### config.mk
export PLATFORM = sky130hd
export DESIGN_NAME = fts_top
export DESIGN_NICKNAME = d
export VERILOG_FILES = /design/src/fts_pkg.sv /design/src/fts_fifo.sv /design/src/fts_top.sv
export VERILOG_INCLUDE_DIRS = /design/src
export SDC_FILE = /design/constraint.sdc
export NUM_CORES = 1
export LEC_CHECK = 0
export BUFFER_PORTS_ARGS = -buffer_cell sky130_fd_sc_hd__buf_4
export CORE_UTILIZATION = 30
export CTS_CLUSTER_SIZE = 10
export DETAILED_ROUTE_END_ITERATION = 12
export PLACE_DENSITY_LB_ADDON = 0.2
export SYNTH_ARGS = -nofsm -noshare
export SYNTH_HDL_FRONTEND = slang
export SYNTH_SLANG_ARGS = --single-unit
### constraint.sdc
create_clock -name sys_clk -period 4.6 [get_ports sys_clk]
set_clock_uncertainty 0.2 [all_clocks]
set_input_delay 0.46 -clock sys_clk [delete_from_list [all_inputs] [get_ports sys_clk]]
set_output_delay 0.46 -clock sys_clk [all_outputs]
set_load 0.05 [all_outputs]
### src/fts_defines.svh
// constants for the fall-through timing mode selector
// ====================================================================
// Behaviour
// mode pins are sampled during master reset; outside holds them steady throughout.
// standard mode keeps a freshly written word stored until an explicit read.
// read is low read enable plus rising clock; moves next word to outputs.
// fall-through mode presents first word after three clock edges unrequested.
// fall-through first word needs no read enable; later words need reads.
// standard empty indicator rises after first write, falls after last read.
// fall-through output-ready falls after first write, rises after last read.
// fall-through holds depth plus one words; input-ready rises only then.
// read enable ignored while empty; data and pointers unchanged.
// latched mode stays fixed until next master reset.
`ifndef FTS_DEFINES_SVH
`define FTS_DEFINES_SVH

// ====================================================================
// sizes and timing
`define FTS_DATA_WIDTH  18
`define FTS_MEM_DEPTH   8
`define FTS_FALL_EDGES  3

// ====================================================================
// mode pin pattern {firstLoad, readExp, writeExp} that picks fall-through
`define FTS_FALL_THROUGH_MODE_PATTERN 3'h2

`endif

### src/fts_pkg.sv
// types shared by the fall-through timing mode selector
package fts_pkg;

	// ================================================================
	// timing mode latched at master reset
	typedef enum logic {
		FTS_STD  = 1'b0,
		FTS_FALL_THROUGH_MODE = 1'b1
	} fts_mode_t;

	// ================================================================
	// output stage states in fall-through mode
	typedef enum logic [1:0] {
		FTS_IDLE  = 2'b00,
		FTS_WAIT  = 2'b01,
		FTS_READY = 2'b10
	} fts_fall_t;

	// ================================================================
	// mode select pins, all active low
	typedef struct packed {
		logic firstLoadSelectN;
		logic readExpansionInputN;
		logic writeExpansionInputN;
	} fts_cfg_t;

	// ================================================================
	// status indicators, all active low
	typedef struct packed {
		logic emptyIndicatorN;
		logic outputReadyN;
		logic fullIndicatorN;
		logic inputReadyN;
	} fts_flags_t;

endpackage

### src/fts_fifo.sv
// storage fifo with valid/ready on both sides
`timescale 1ns/1ns
module fts_fifo #(
	parameter int WIDTH = 18,
	parameter int DEPTH = 8
) (
	// clock and reset
	input  wire logic                       clk,
	input  wire logic                       rst_n,
	input  wire logic                       clear,
	// fill side
	input  wire logic                       wrValid,
	output logic                            wrReady,
	input  wire logic [WIDTH-1:0]           wrData,
	// drain side
	output logic                            rdValid,
	input  wire logic                       rdReady,
	output logic [WIDTH-1:0]                rdData,
	output logic [$clog2(DEPTH+1)-1:0]      level
);
	localparam int PW = $clog2(DEPTH);
	localparam int CW = $clog2(DEPTH+1);

	logic [WIDTH-1:0] mem [DEPTH];
	logic [PW-1:0]    wrPtr_q, wrPtr_d, rdPtr_q, rdPtr_d;
	logic [CW-1:0]    cnt_q, cnt_d;
	logic             push, pop;

	// ptr advance with wrap for any depth
	function automatic logic [PW-1:0] nextPtr(input logic [PW-1:0] p);
		nextPtr = (p == PW'(DEPTH-1)) ? '0 : p + 1'b1;
	endfunction

	// ================================================================
	// handshake and next state
	always_comb begin
		wrReady = (cnt_q != CW'(DEPTH));
		rdValid = (cnt_q != '0);
		push    = wrValid && wrReady;
		pop     = rdReady && rdValid; // empty pop refused
		wrPtr_d = push ? nextPtr(wrPtr_q) : wrPtr_q;
		rdPtr_d = pop ? nextPtr(rdPtr_q) : rdPtr_q;
		cnt_d   = cnt_q;
		if (push && !pop) begin
			cnt_d = cnt_q + 1'b1;
		end else if (pop && !push) begin
			cnt_d = cnt_q - 1'b1;
		end
		if (clear) begin
			wrPtr_d = '0;
			rdPtr_d = '0;
			cnt_d   = '0;
		end
	end

	assign rdData = mem[rdPtr_q];
	assign level  = cnt_q;

	// ================================================================
	// pointer registers
	always_ff @(posedge clk or negedge rst_n) begin
		if (!rst_n) begin
			wrPtr_q <= '0;
			rdPtr_q <= '0;
			cnt_q   <= '0;
		end else begin
			wrPtr_q <= wrPtr_d;
			rdPtr_q <= rdPtr_d;
			cnt_q   <= cnt_d;
		end
	end

	// storage array, no reset
	always_ff @(posedge clk) begin
		if (push && !clear) begin
			mem[wrPtr_q] <= wrData;
		end
	end

endmodule

### src/fts_top.sv
// fifo with standard or fall-through timing chosen at master reset
`timescale 1ns/1ns
`include "fts_defines.svh"
module fts_top #(
	parameter int WIDTH = `FTS_DATA_WIDTH,
	parameter int DEPTH = `FTS_MEM_DEPTH
) (
	// clock and reset
	input  wire logic                 sys_clk,
	input  wire logic                 arst_n,
	// master reset and mode pins
	input  wire logic                 masterResetN,
	input  wire fts_pkg::fts_cfg_t    modePins,
	// write port
	input  wire logic                 wrEnN,
	input  wire logic [WIDTH-1:0]     wrData,
	// read port
	input  wire logic                 rdEnN,
	output logic [WIDTH-1:0]          rdData,
	// status
	output fts_pkg::fts_flags_t       flags,
	output fts_pkg::fts_mode_t        fallThroughMode
);
	import fts_pkg::*;

	localparam int CW = $clog2(DEPTH+1);

	fts_mode_t        mode_q, mode_d;
	fts_fall_t        fall_q, fall_d;
	logic [1:0]       edgeCnt_q, edgeCnt_d;
	logic [WIDTH-1:0] dataOut_q, dataOut_d;

	logic             fifoWrReady, fifoValid, fifoPop, fifoPush;
	logic [WIDTH-1:0] fifoData;
	logic [CW-1:0]    fifoLevel;
	logic             clearAll, outValid, avail, isFull, isFwft;
	logic [CW:0]      held;

	// pin pattern to timing mode
	function automatic fts_mode_t decodeMode(input fts_cfg_t p);
		decodeMode = (p == 3'(`FTS_FALL_THROUGH_MODE_PATTERN)) ? FTS_FALL_THROUGH_MODE : FTS_STD;
	endfunction

	// ================================================================
	// storage fifo
	assign clearAll = !masterResetN;
	assign fifoPush = !wrEnN && fifoWrReady && masterResetN;

	fts_fifo #(
		.WIDTH (WIDTH),
		.DEPTH (DEPTH)
	) u_fifo (
		.clk     (sys_clk),
		.rst_n   (arst_n),
		.clear   (clearAll),
		.wrValid (!wrEnN && masterResetN),
		.wrReady (fifoWrReady),
		.wrData  (wrData),
		.rdValid (fifoValid),
		.rdReady (fifoPop),
		.rdData  (fifoData),
		.level   (fifoLevel)
	);

	// ================================================================
	// mode latch
	always_comb begin
		mode_d = mode_q; // held outside master reset
		if (!masterResetN) begin
			mode_d = decodeMode(modePins); // sampled during reset
		end
	end

	always_ff @(posedge sys_clk or negedge arst_n) begin
		if (!arst_n) begin
			mode_q <= FTS_STD;
		end else begin
			mode_q <= mode_d;
		end
	end

	assign isFwft = (mode_q == FTS_FALL_THROUGH_MODE);

	// ================================================================
	// output stage: explicit reads or fall-through
	always_comb begin
		fall_d    = fall_q;
		edgeCnt_d = edgeCnt_q;
		fifoPop   = 1'b0;
		if (!isFwft) begin
			fifoPop = !rdEnN && fifoValid; // read edge moves a word
		end else begin
			case (fall_q)
				FTS_IDLE: begin
					if (fifoValid) begin // no read enable needed
						fall_d    = FTS_WAIT;
						edgeCnt_d = 2'h1;
					end
				end
				FTS_WAIT: begin
					if (edgeCnt_q == 2'(`FTS_FALL_EDGES - 1)) begin
						fifoPop = 1'b1; // lands on third edge
						fall_d  = FTS_READY;
					end else begin
						edgeCnt_d = edgeCnt_q + 2'h1;
					end
				end
				FTS_READY: begin
					if (!rdEnN) begin
						fifoPop = fifoValid; // later words need reads
						if (!fifoValid) begin
							fall_d = FTS_IDLE;
						end
					end
				end
				default: begin
					fall_d = FTS_IDLE;
				end
			endcase
		end
		dataOut_d = fifoPop ? fifoData : dataOut_q;
		if (!masterResetN) begin
			fall_d    = FTS_IDLE;
			edgeCnt_d = 2'h0;
			fifoPop   = 1'b0;
			dataOut_d = '0;
		end
	end

	always_ff @(posedge sys_clk or negedge arst_n) begin
		if (!arst_n) begin
			fall_q    <= FTS_IDLE;
			edgeCnt_q <= 2'h0;
			dataOut_q <= '0;
		end else begin
			fall_q    <= fall_d;
			edgeCnt_q <= edgeCnt_d;
			dataOut_q <= dataOut_d;
		end
	end

	// ================================================================
	// status indicators
	assign outValid = (fall_q == FTS_READY);
	assign avail    = isFwft ? outValid : fifoValid;
	// output register adds one word of room
	assign isFull   = isFwft ? (!fifoWrReady && outValid) : !fifoWrReady;
	// words held: fifo plus output register
	assign held     = (CW+1)'(fifoLevel) + (CW+1)'(outValid);

	always_comb begin
		flags.emptyIndicatorN = avail;   // high once a word is stored
		flags.outputReadyN    = !avail;  // low once first word shown
		flags.fullIndicatorN  = !isFull;
		flags.inputReadyN     = isFull;
	end

	assign rdData          = dataOut_q;
	assign fallThroughMode = mode_q;

	// ================================================================
	// checks
	a_mode_latch: assert property (@(posedge sys_clk) disable iff (!arst_n)
		!masterResetN |=> mode_q == decodeMode($past(modePins)))
		else $error("mode not taken from pins during master reset");

	a_mode_hold: assert property (@(posedge sys_clk) disable iff (!arst_n)
		masterResetN && $past(masterResetN) |-> $stable(mode_q))
		else $error("mode changed outside master reset");

	a_std_no_fall: assert property (@(posedge sys_clk) disable iff (!arst_n)
		!isFwft && rdEnN && masterResetN |=> $stable(dataOut_q))
		else $error("standard output changed without read");

	a_read_moves: assert property (@(posedge sys_clk) disable iff (!arst_n)
		!isFwft && !rdEnN && fifoValid && masterResetN
		|=> dataOut_q == $past(fifoData))
		else $error("read did not move stored word to output");

	a_fall_three: assert property (@(posedge sys_clk)
		disable iff (!arst_n || !masterResetN)
		isFwft && fall_q == FTS_IDLE && !fifoValid && fifoPush
		|=> !outValid [*3] ##1 (outValid && dataOut_q == $past(wrData, 4)))
		else $error("first word not shown after three edges");

	a_empty_flag: assert property (@(posedge sys_clk) disable iff (!arst_n)
		!isFwft && fifoPush |=> flags.emptyIndicatorN)
		else $error("empty indicator not high after write");

	a_ready_flag: assert property (@(posedge sys_clk) disable iff (!arst_n)
		isFwft && outValid && !rdEnN && !fifoValid && masterResetN
		|=> flags.outputReadyN)
		else $error("output ready not released after last read");

	a_capacity: assert property (@(posedge sys_clk) disable iff (!arst_n)
		isFwft && flags.inputReadyN
		|-> held == (CW+1)'(DEPTH + 1))
		else $error("input ready high before depth plus one words");

	a_write_lands: assert property (@(posedge sys_clk) disable iff (!arst_n)
		isFwft && masterResetN && !wrEnN && rdEnN && !flags.inputReadyN
		|=> held == $past(held) + 1'b1)
		else $error("write refused while input ready shown");

	a_empty_read: assert property (@(posedge sys_clk) disable iff (!arst_n)
		!isFwft && !rdEnN && !fifoValid && !fifoPush && masterResetN
		|=> $stable(dataOut_q) && $stable(fifoLevel))
		else $error("read while empty changed state");

	a_fall_through_mode_hold: assert property (@(posedge sys_clk) disable iff (!arst_n)
		isFwft && outValid && rdEnN && masterResetN
		|=> $stable(dataOut_q) && outValid)
		else $error("held word changed without read");

	a_fall_through_mode_reads: assert property (@(posedge sys_clk) disable iff (!arst_n)
		isFwft && outValid && !rdEnN && fifoValid && masterResetN
		|=> dataOut_q == $past(fifoData) && outValid)
		else $error("fall-through read did not load next word");

	a_fall_through_mode_idle_read: assert property (@(posedge sys_clk) disable iff (!arst_n)
		isFwft && fall_q == FTS_IDLE && !fifoValid && !rdEnN && masterResetN
		|=> $stable(dataOut_q) && !outValid)
		else $error("read while empty changed fall-through output");

endmodule
# == Word level (Yosys, flattened, before mapping) ==
# Memory sizes are Yosys's and may differ from the RTL's.
# Cells that the tools add are included.
# totals
ff_bits,33
mem_bits_rw,144
input_bits,26
out_inout_bits,23
wordCells,82
memories,1
# op_classes
n_addsub,5
eq_ne,18
muxes,32
n_reduce_logical,19
# mem_list
name,words,word_bits,read_ports,rd_clocked_by_memory_dff,wr,line_no,rtl
u_fifo.mem,8,18,1,0,1,fts_fifo.sv:24,logic [WIDTH-1:0] mem [DEPTH];
# op_table
operator,n
$mux 18,2
$mux 2,9
$mux 3,6
$ne 3x3->1 const B,5
$mux 4,3
$mux 1,9
$logic_and 1x1->1,8
$ne 2x1->1 const B,4
$logic_not 1->1,7
$add 3x1->3 const B,2
$eq 3x3->1 const B,2
$ne 3x1->1 const B,2
$pmux 2 s3,1
$reduce_and 5->1,1
$add 4x1->4 const B,1
$eq 2x2->1 const B,2
$ne 4x4->1 const B,1
$pmux 2 s2,1
$reduce_and 4->1,1
$reduce_bool 4->1,1
$sub 4x1->4 const B,1
$eq 3x2->1 const B,1
$add 2x1->2 const B,1
$eq 2x1->1 const B,1
2 further kinds,2

# == Longest topological paths before layout ==
# logic_depth
ltp_word,10
mapped_depth,12

# == Modules after synthesis ==
# Synthesis repeated with hierarchy kept, for this count alone.
# unflattened
cells_unflattened,415
hier_area_um2,7373.3
# by_module_without_submodules
mod,n_inst,cells_each,area_each_um2
fts_fifo,1,289,6130.9
fts_top,1,126,1242.4

# == Worst setup path before layout ==
# Ideal clock, no wire load.
# synth_timing
kind,input-to-reg
from,input port masterResetN
to,memory u_fifo.mem[4][0] (enable)
t_arrival_ns,3.094
required_ns,3.954
path_slack_ns,0.861
stages,5
path_cell_list,buf_2 > inv_2 > a211o_1 > buf_2 > nor4b_1
# synth_between
elab_chain_cells,5
# synth_lines
item,line_no,rtl
from (decl),fts_top.sv:12,"input wire logic masterResetN,"
$logic_and 1x1->1,fts_top.sv:56,".wrValid (!wrEnN && masterResetN),"
$logic_and 1x1->1,fts_fifo.sv:39,push = wrValid && wrReady;
$logic_and 1x1->1 (*),fts_fifo.sv:75,if (push && !clear) begin
$mux 1 (*),fts_fifo.sv:75,
$mux 1 (implied by the code) (*),fts_fifo.sv:76,mem[wrPtr_q] <= wrData;
to (decl),fts_fifo.sv:24,
# Mark *: on every way between the ends. The rest lies on a longest branch, timed or not.

# == Worst setup path after layout ==
# layout_timing
from,register fall_q[1]
to,"register u_fifo.cnt_q[3], in the netlist u_fifo.level[3]"
# layout_between
elab_chain_cells,9
# layout_lines
item,line_no,rtl
from (decl),fts_top.sv:29,"fts_fall_t fall_q, fall_d;"
from (signal assigned),fts_top.sv:136,fall_q <= fall_d;
$eq 2x2->1 / $eq 2x1->1 (equally long branches),fts_top.sv:93,case (fall_q)
$pmux 1 s2 (*),fts_top.sv:93,
$mux 1 (*),fts_top.sv:90,if (!isFwft) begin
$mux 1 (*),fts_top.sv:122,if (!masterResetN) begin
$logic_and 1x1->1 (*),fts_fifo.sv:40,pop = rdReady && rdValid;
$logic_not 1->1,fts_fifo.sv:44,if (push && !pop) begin
$logic_and 1x1->1,fts_fifo.sv:44,
$mux 4,fts_fifo.sv:44,
$mux 4,fts_fifo.sv:49,if (clear) begin
to (signal assigned),fts_fifo.sv:69,cnt_q <= cnt_d;
to (decl),fts_fifo.sv:26,"logic [CW-1:0] cnt_q, cnt_d;"
# Marks and branches as above.
# A chain may end at the register's enable or synchronous reset.

==> impl_results.md <==
* Setup WS post-layout at 1.49 ns
* Avg Inst Size Synth at 17.7 µm²
* Min Tclk post-route at 3.11 ns
* Worst Max-Slew Pin Slew at 1.03 ns
* Syn Nets at 440
* Deepest clock path buffer count at 2
* Switching share of power at 29.8%
* Startpoint Class: flop
* Clk pin slew, worst setup/hold paths at 0.07 ns
* Rel. slew slack at 30.9%
* 1st-iter DRT viols at 264
* N_diodes at 0
* Drt total wl at 15.0 mm
* Peak Freq at 321 MHz
* Htree depth at 4
* First-pass GRT wire length at 23.3 mm
* Filler Cells Inserted at 2237
* Ys async rst share at 18.6%
* Post-synthesis register bit count at 177
* Nets at 505
* CP Cell Sequence: inv_1, ha_1, a21oi_1, o21ai_1, nand3_1, nand2_1, ha_1, a21o_1, a21oi_1, nor3_1, a211oi_1, nand4_1
* Power Internal at 3.14 mW
* Syn-to-layout area delta at 20.8%
* TNS Setup at 0 ns
* Clock share of power at 34.4%
* Post-synth top area share at 60.7%
* Hold Path Class: in2reg
* Storage element area at 0.00515 mm²
* Critical path type: reg2reg
* DR WL/cell at 18.8 µm
* Vert. Die Dim at 156 µm
* CTS tree: built
* CP Data Required Time at 4.70 ns
* Worst path buffer plus inverter count at 1
* Pre-CTS WS at 1.54 ns
* DR pass1 iterations at 4
* Largest net degree at the start of global routing at 40
* Initial antenna violation count at 0
* NetSw at 1.33 mW
* I/O pin cnt at 49
* CP max stage delay at 0.40 ns
* Sequential share of the synthesized area at 72.3%
* Post-synth top flop: edfxtp_1
* CP max FO at 7
* Area of the multi-input gates at 0.00188 mm²
* Placer congestion estimate at 0.702
* Core Rows at 56
* CTS resizes at 0
* Beginning of the worst hold path: wrData[4]
* Final period util at 67.7%
* Number of flops mapped to enable cells by yosys at 144
* Vias in the first global route at 3941
* CP endpoint kind: flop
* Lkg Pwr at 3.00 nW
* Reg power frac at 44.6%
* Synth area leader: edfxtp_1
* Total gr overflow at 0
* Full die area at 0.0244 mm²
* Largest cells by area after synthesis: edfxtp_1, dfrtp_1, mux4_2, mux2i_1, nand2_1
* Run status: complete, no violations
* Clock Root Buffer: clkbuf_16
* Combinational power share at 21.1%
* Vias per Instance at 4.65
* Antenna Nets Post-Route at 0
* Worst vdd ir at 0.000257 V
* Remaining DRCs at 0
* Top delay family on crit path: compound AO/OA/AOI/OAI gates
* Initial core utilization at 30.4%
* Core Region at 0.0234 mm²
* CP Data Arrival Time at 3.21 ns
* Critical R2R Launch: fall_q[1]$_DFFE_PN0P_
* Skew-Pair Late Insertion Delay at 0.43 ns
* Slowest-stage cell, CP: dfrtp_1
* Count leader, synth: edfxtp_1
* Synth cell count leaders: edfxtp_1, nand2_1, mux4_2, dfrtp_1, o21ai_0
* Vias after detailed routing at 3719
* Worst hold path depth at 1
* Die width at 156 µm
* Hpwl dp at 9.29 mm
* Port Buf Inserts at 48
* Tot GR Track Use at 13.3%
* Stages on worst setup path at 12
* Cell depth of the worst flop-to-flop path at 12
* Netlist cell types at 38
* Final setup vio count at 0
* Hold Fails Final Rpt at 0
* CTS Buf Count at 17
* Count of pins over their slew limit at 0
* Synthesized area at 0.00712 mm²
* CTS Sinks at 177
* Cell area power density at 520 mW/mm²
* Share of cells above drive strength 1 at 30.4%
* YS warnings at 0
* Launch point of the worst path: fall_q[1]$_DFFE_PN0P_
* Max cap viols at 0
* Mapped Cells at 402
* Unrepaired setup endpoints after global routing: false
[layer usage]
metal	part of all wire, %	wire [µm]	vias up	GRT usage [%]
met2	49	7400	61	22.0
met4	1.2	182	0	4.30
met3	3.4	505	12	3.53
li1	-	-	1701	-
met1	46	6920	1945	17.0
met5	0	0	-	0
[metrics by stage]
stage          cells  total power, mW  hold WS, ns  area (µm²)  util, %
3_5_place_dp     766             3.00        0.274        7950     34.0
2_1_floorplan    402             2.70      -0.0356        7120        -
6_report         799             4.47       0.0630        8600     36.8
4_1_cts          799             4.54       0.0482        8600     36.8
5_1_grt          799             4.68       0.0442        8600     36.8
3_3_place_gp     766             2.98        0.270        7950     34.0
[power by group through the flow]
| stage | Sequential (mW) | Combinational [mW] | Clock [mW] |
|---|---|---|---|
| 3_5_place_dp | 2.04 | 0.959 | 0 |
| 3_3_place_gp | 2.04 | 0.942 | 0 |
| 2_1_floorplan | 2.07 | 0.627 | 0 |
| 5_1_grt | 2.02 | 1.03 | 1.63 |
| 4_1_cts | 2.01 | 0.961 | 1.58 |
| 6_report | 1.99 | 0.943 | 1.54 |
[cells by family (layout without fill, tap and decap cells)]
kind of cell    Yosys count  in the layout  synth area share, %
buf+inv                  30            108                 1.91
compound gates           43             43                 3.48
flops                   177            177                 72.3
xor+xnor                  1              1                0.123
mux                      59             59                 14.6
fa+ha+maj                12             12                 2.21
simple gates             80             80                 5.37
[registers in the layout, indices dropped and copies added, names as in the netlist]
signal           flops
fallThroughMode      1
u_fifo.wrPtr_q       3
u_fifo.mem         144
edgeCnt_q            2
u_fifo.rdPtr_q       3
fall_q               2
u_fifo.level         4
rdData              18
[area by class of cell]
class / instances / area share (%)
Tap cell: 319 / 4.64
Clock buffer: 19 / 5.15
Inverter: 11 / 0.480
Clock inverter: 13 / 2.28
Multi-Input combinational cell: 195 / 21.8
Timing Repair Buffer: 65 / 5.70
Sequential cell: 177 / 59.9
[cell usage in the layout (no fill, tap or decap), types with 8 or more instances in the layout]
| master | instances |
|---|---|
| edfxtp_1 | 144 |
| buf_4 | 64 |
| nand2_1 | 39 |
| mux4_2 | 36 |
| dfrtp_1 | 32 |
| o21ai_0 | 26 |
| mux2i_1 | 23 |
| clkbuf_16 | 17 |
| ha_1 | 11 |
| inv_1 | 10 |
| nor2_1 | 8 |
[what timing repair did]
item | in CTS | in global routing
hold endpoints to repair | 33 | 0
buffers inserted | 0 | 0
hold buffers | 1 | 0
[path summary, 6_finish.rpt]
check / slack [ns] / to
worst max-delay path: 1.49 / u_fifo.level[3]$_DFFE_PN0P_
worst min-delay path: 0.06 / u_fifo.mem[1][4]$_DFFE_PP_
worst max register to register: 1.49 / u_fifo.level[3]$_DFFE_PN0P_
worst min register to register: 0.29 / rdData[6]$_DFFE_PN0P_
max in group asynchronous: 3.46 / u_fifo.rdPtr_q[0]$_DFFE_PN0P_
min in group asynchronous: 0.35 / u_fifo.level[1]$_DFFE_PN0P_
No activity file was read; power rests on OpenSTA's default activity.
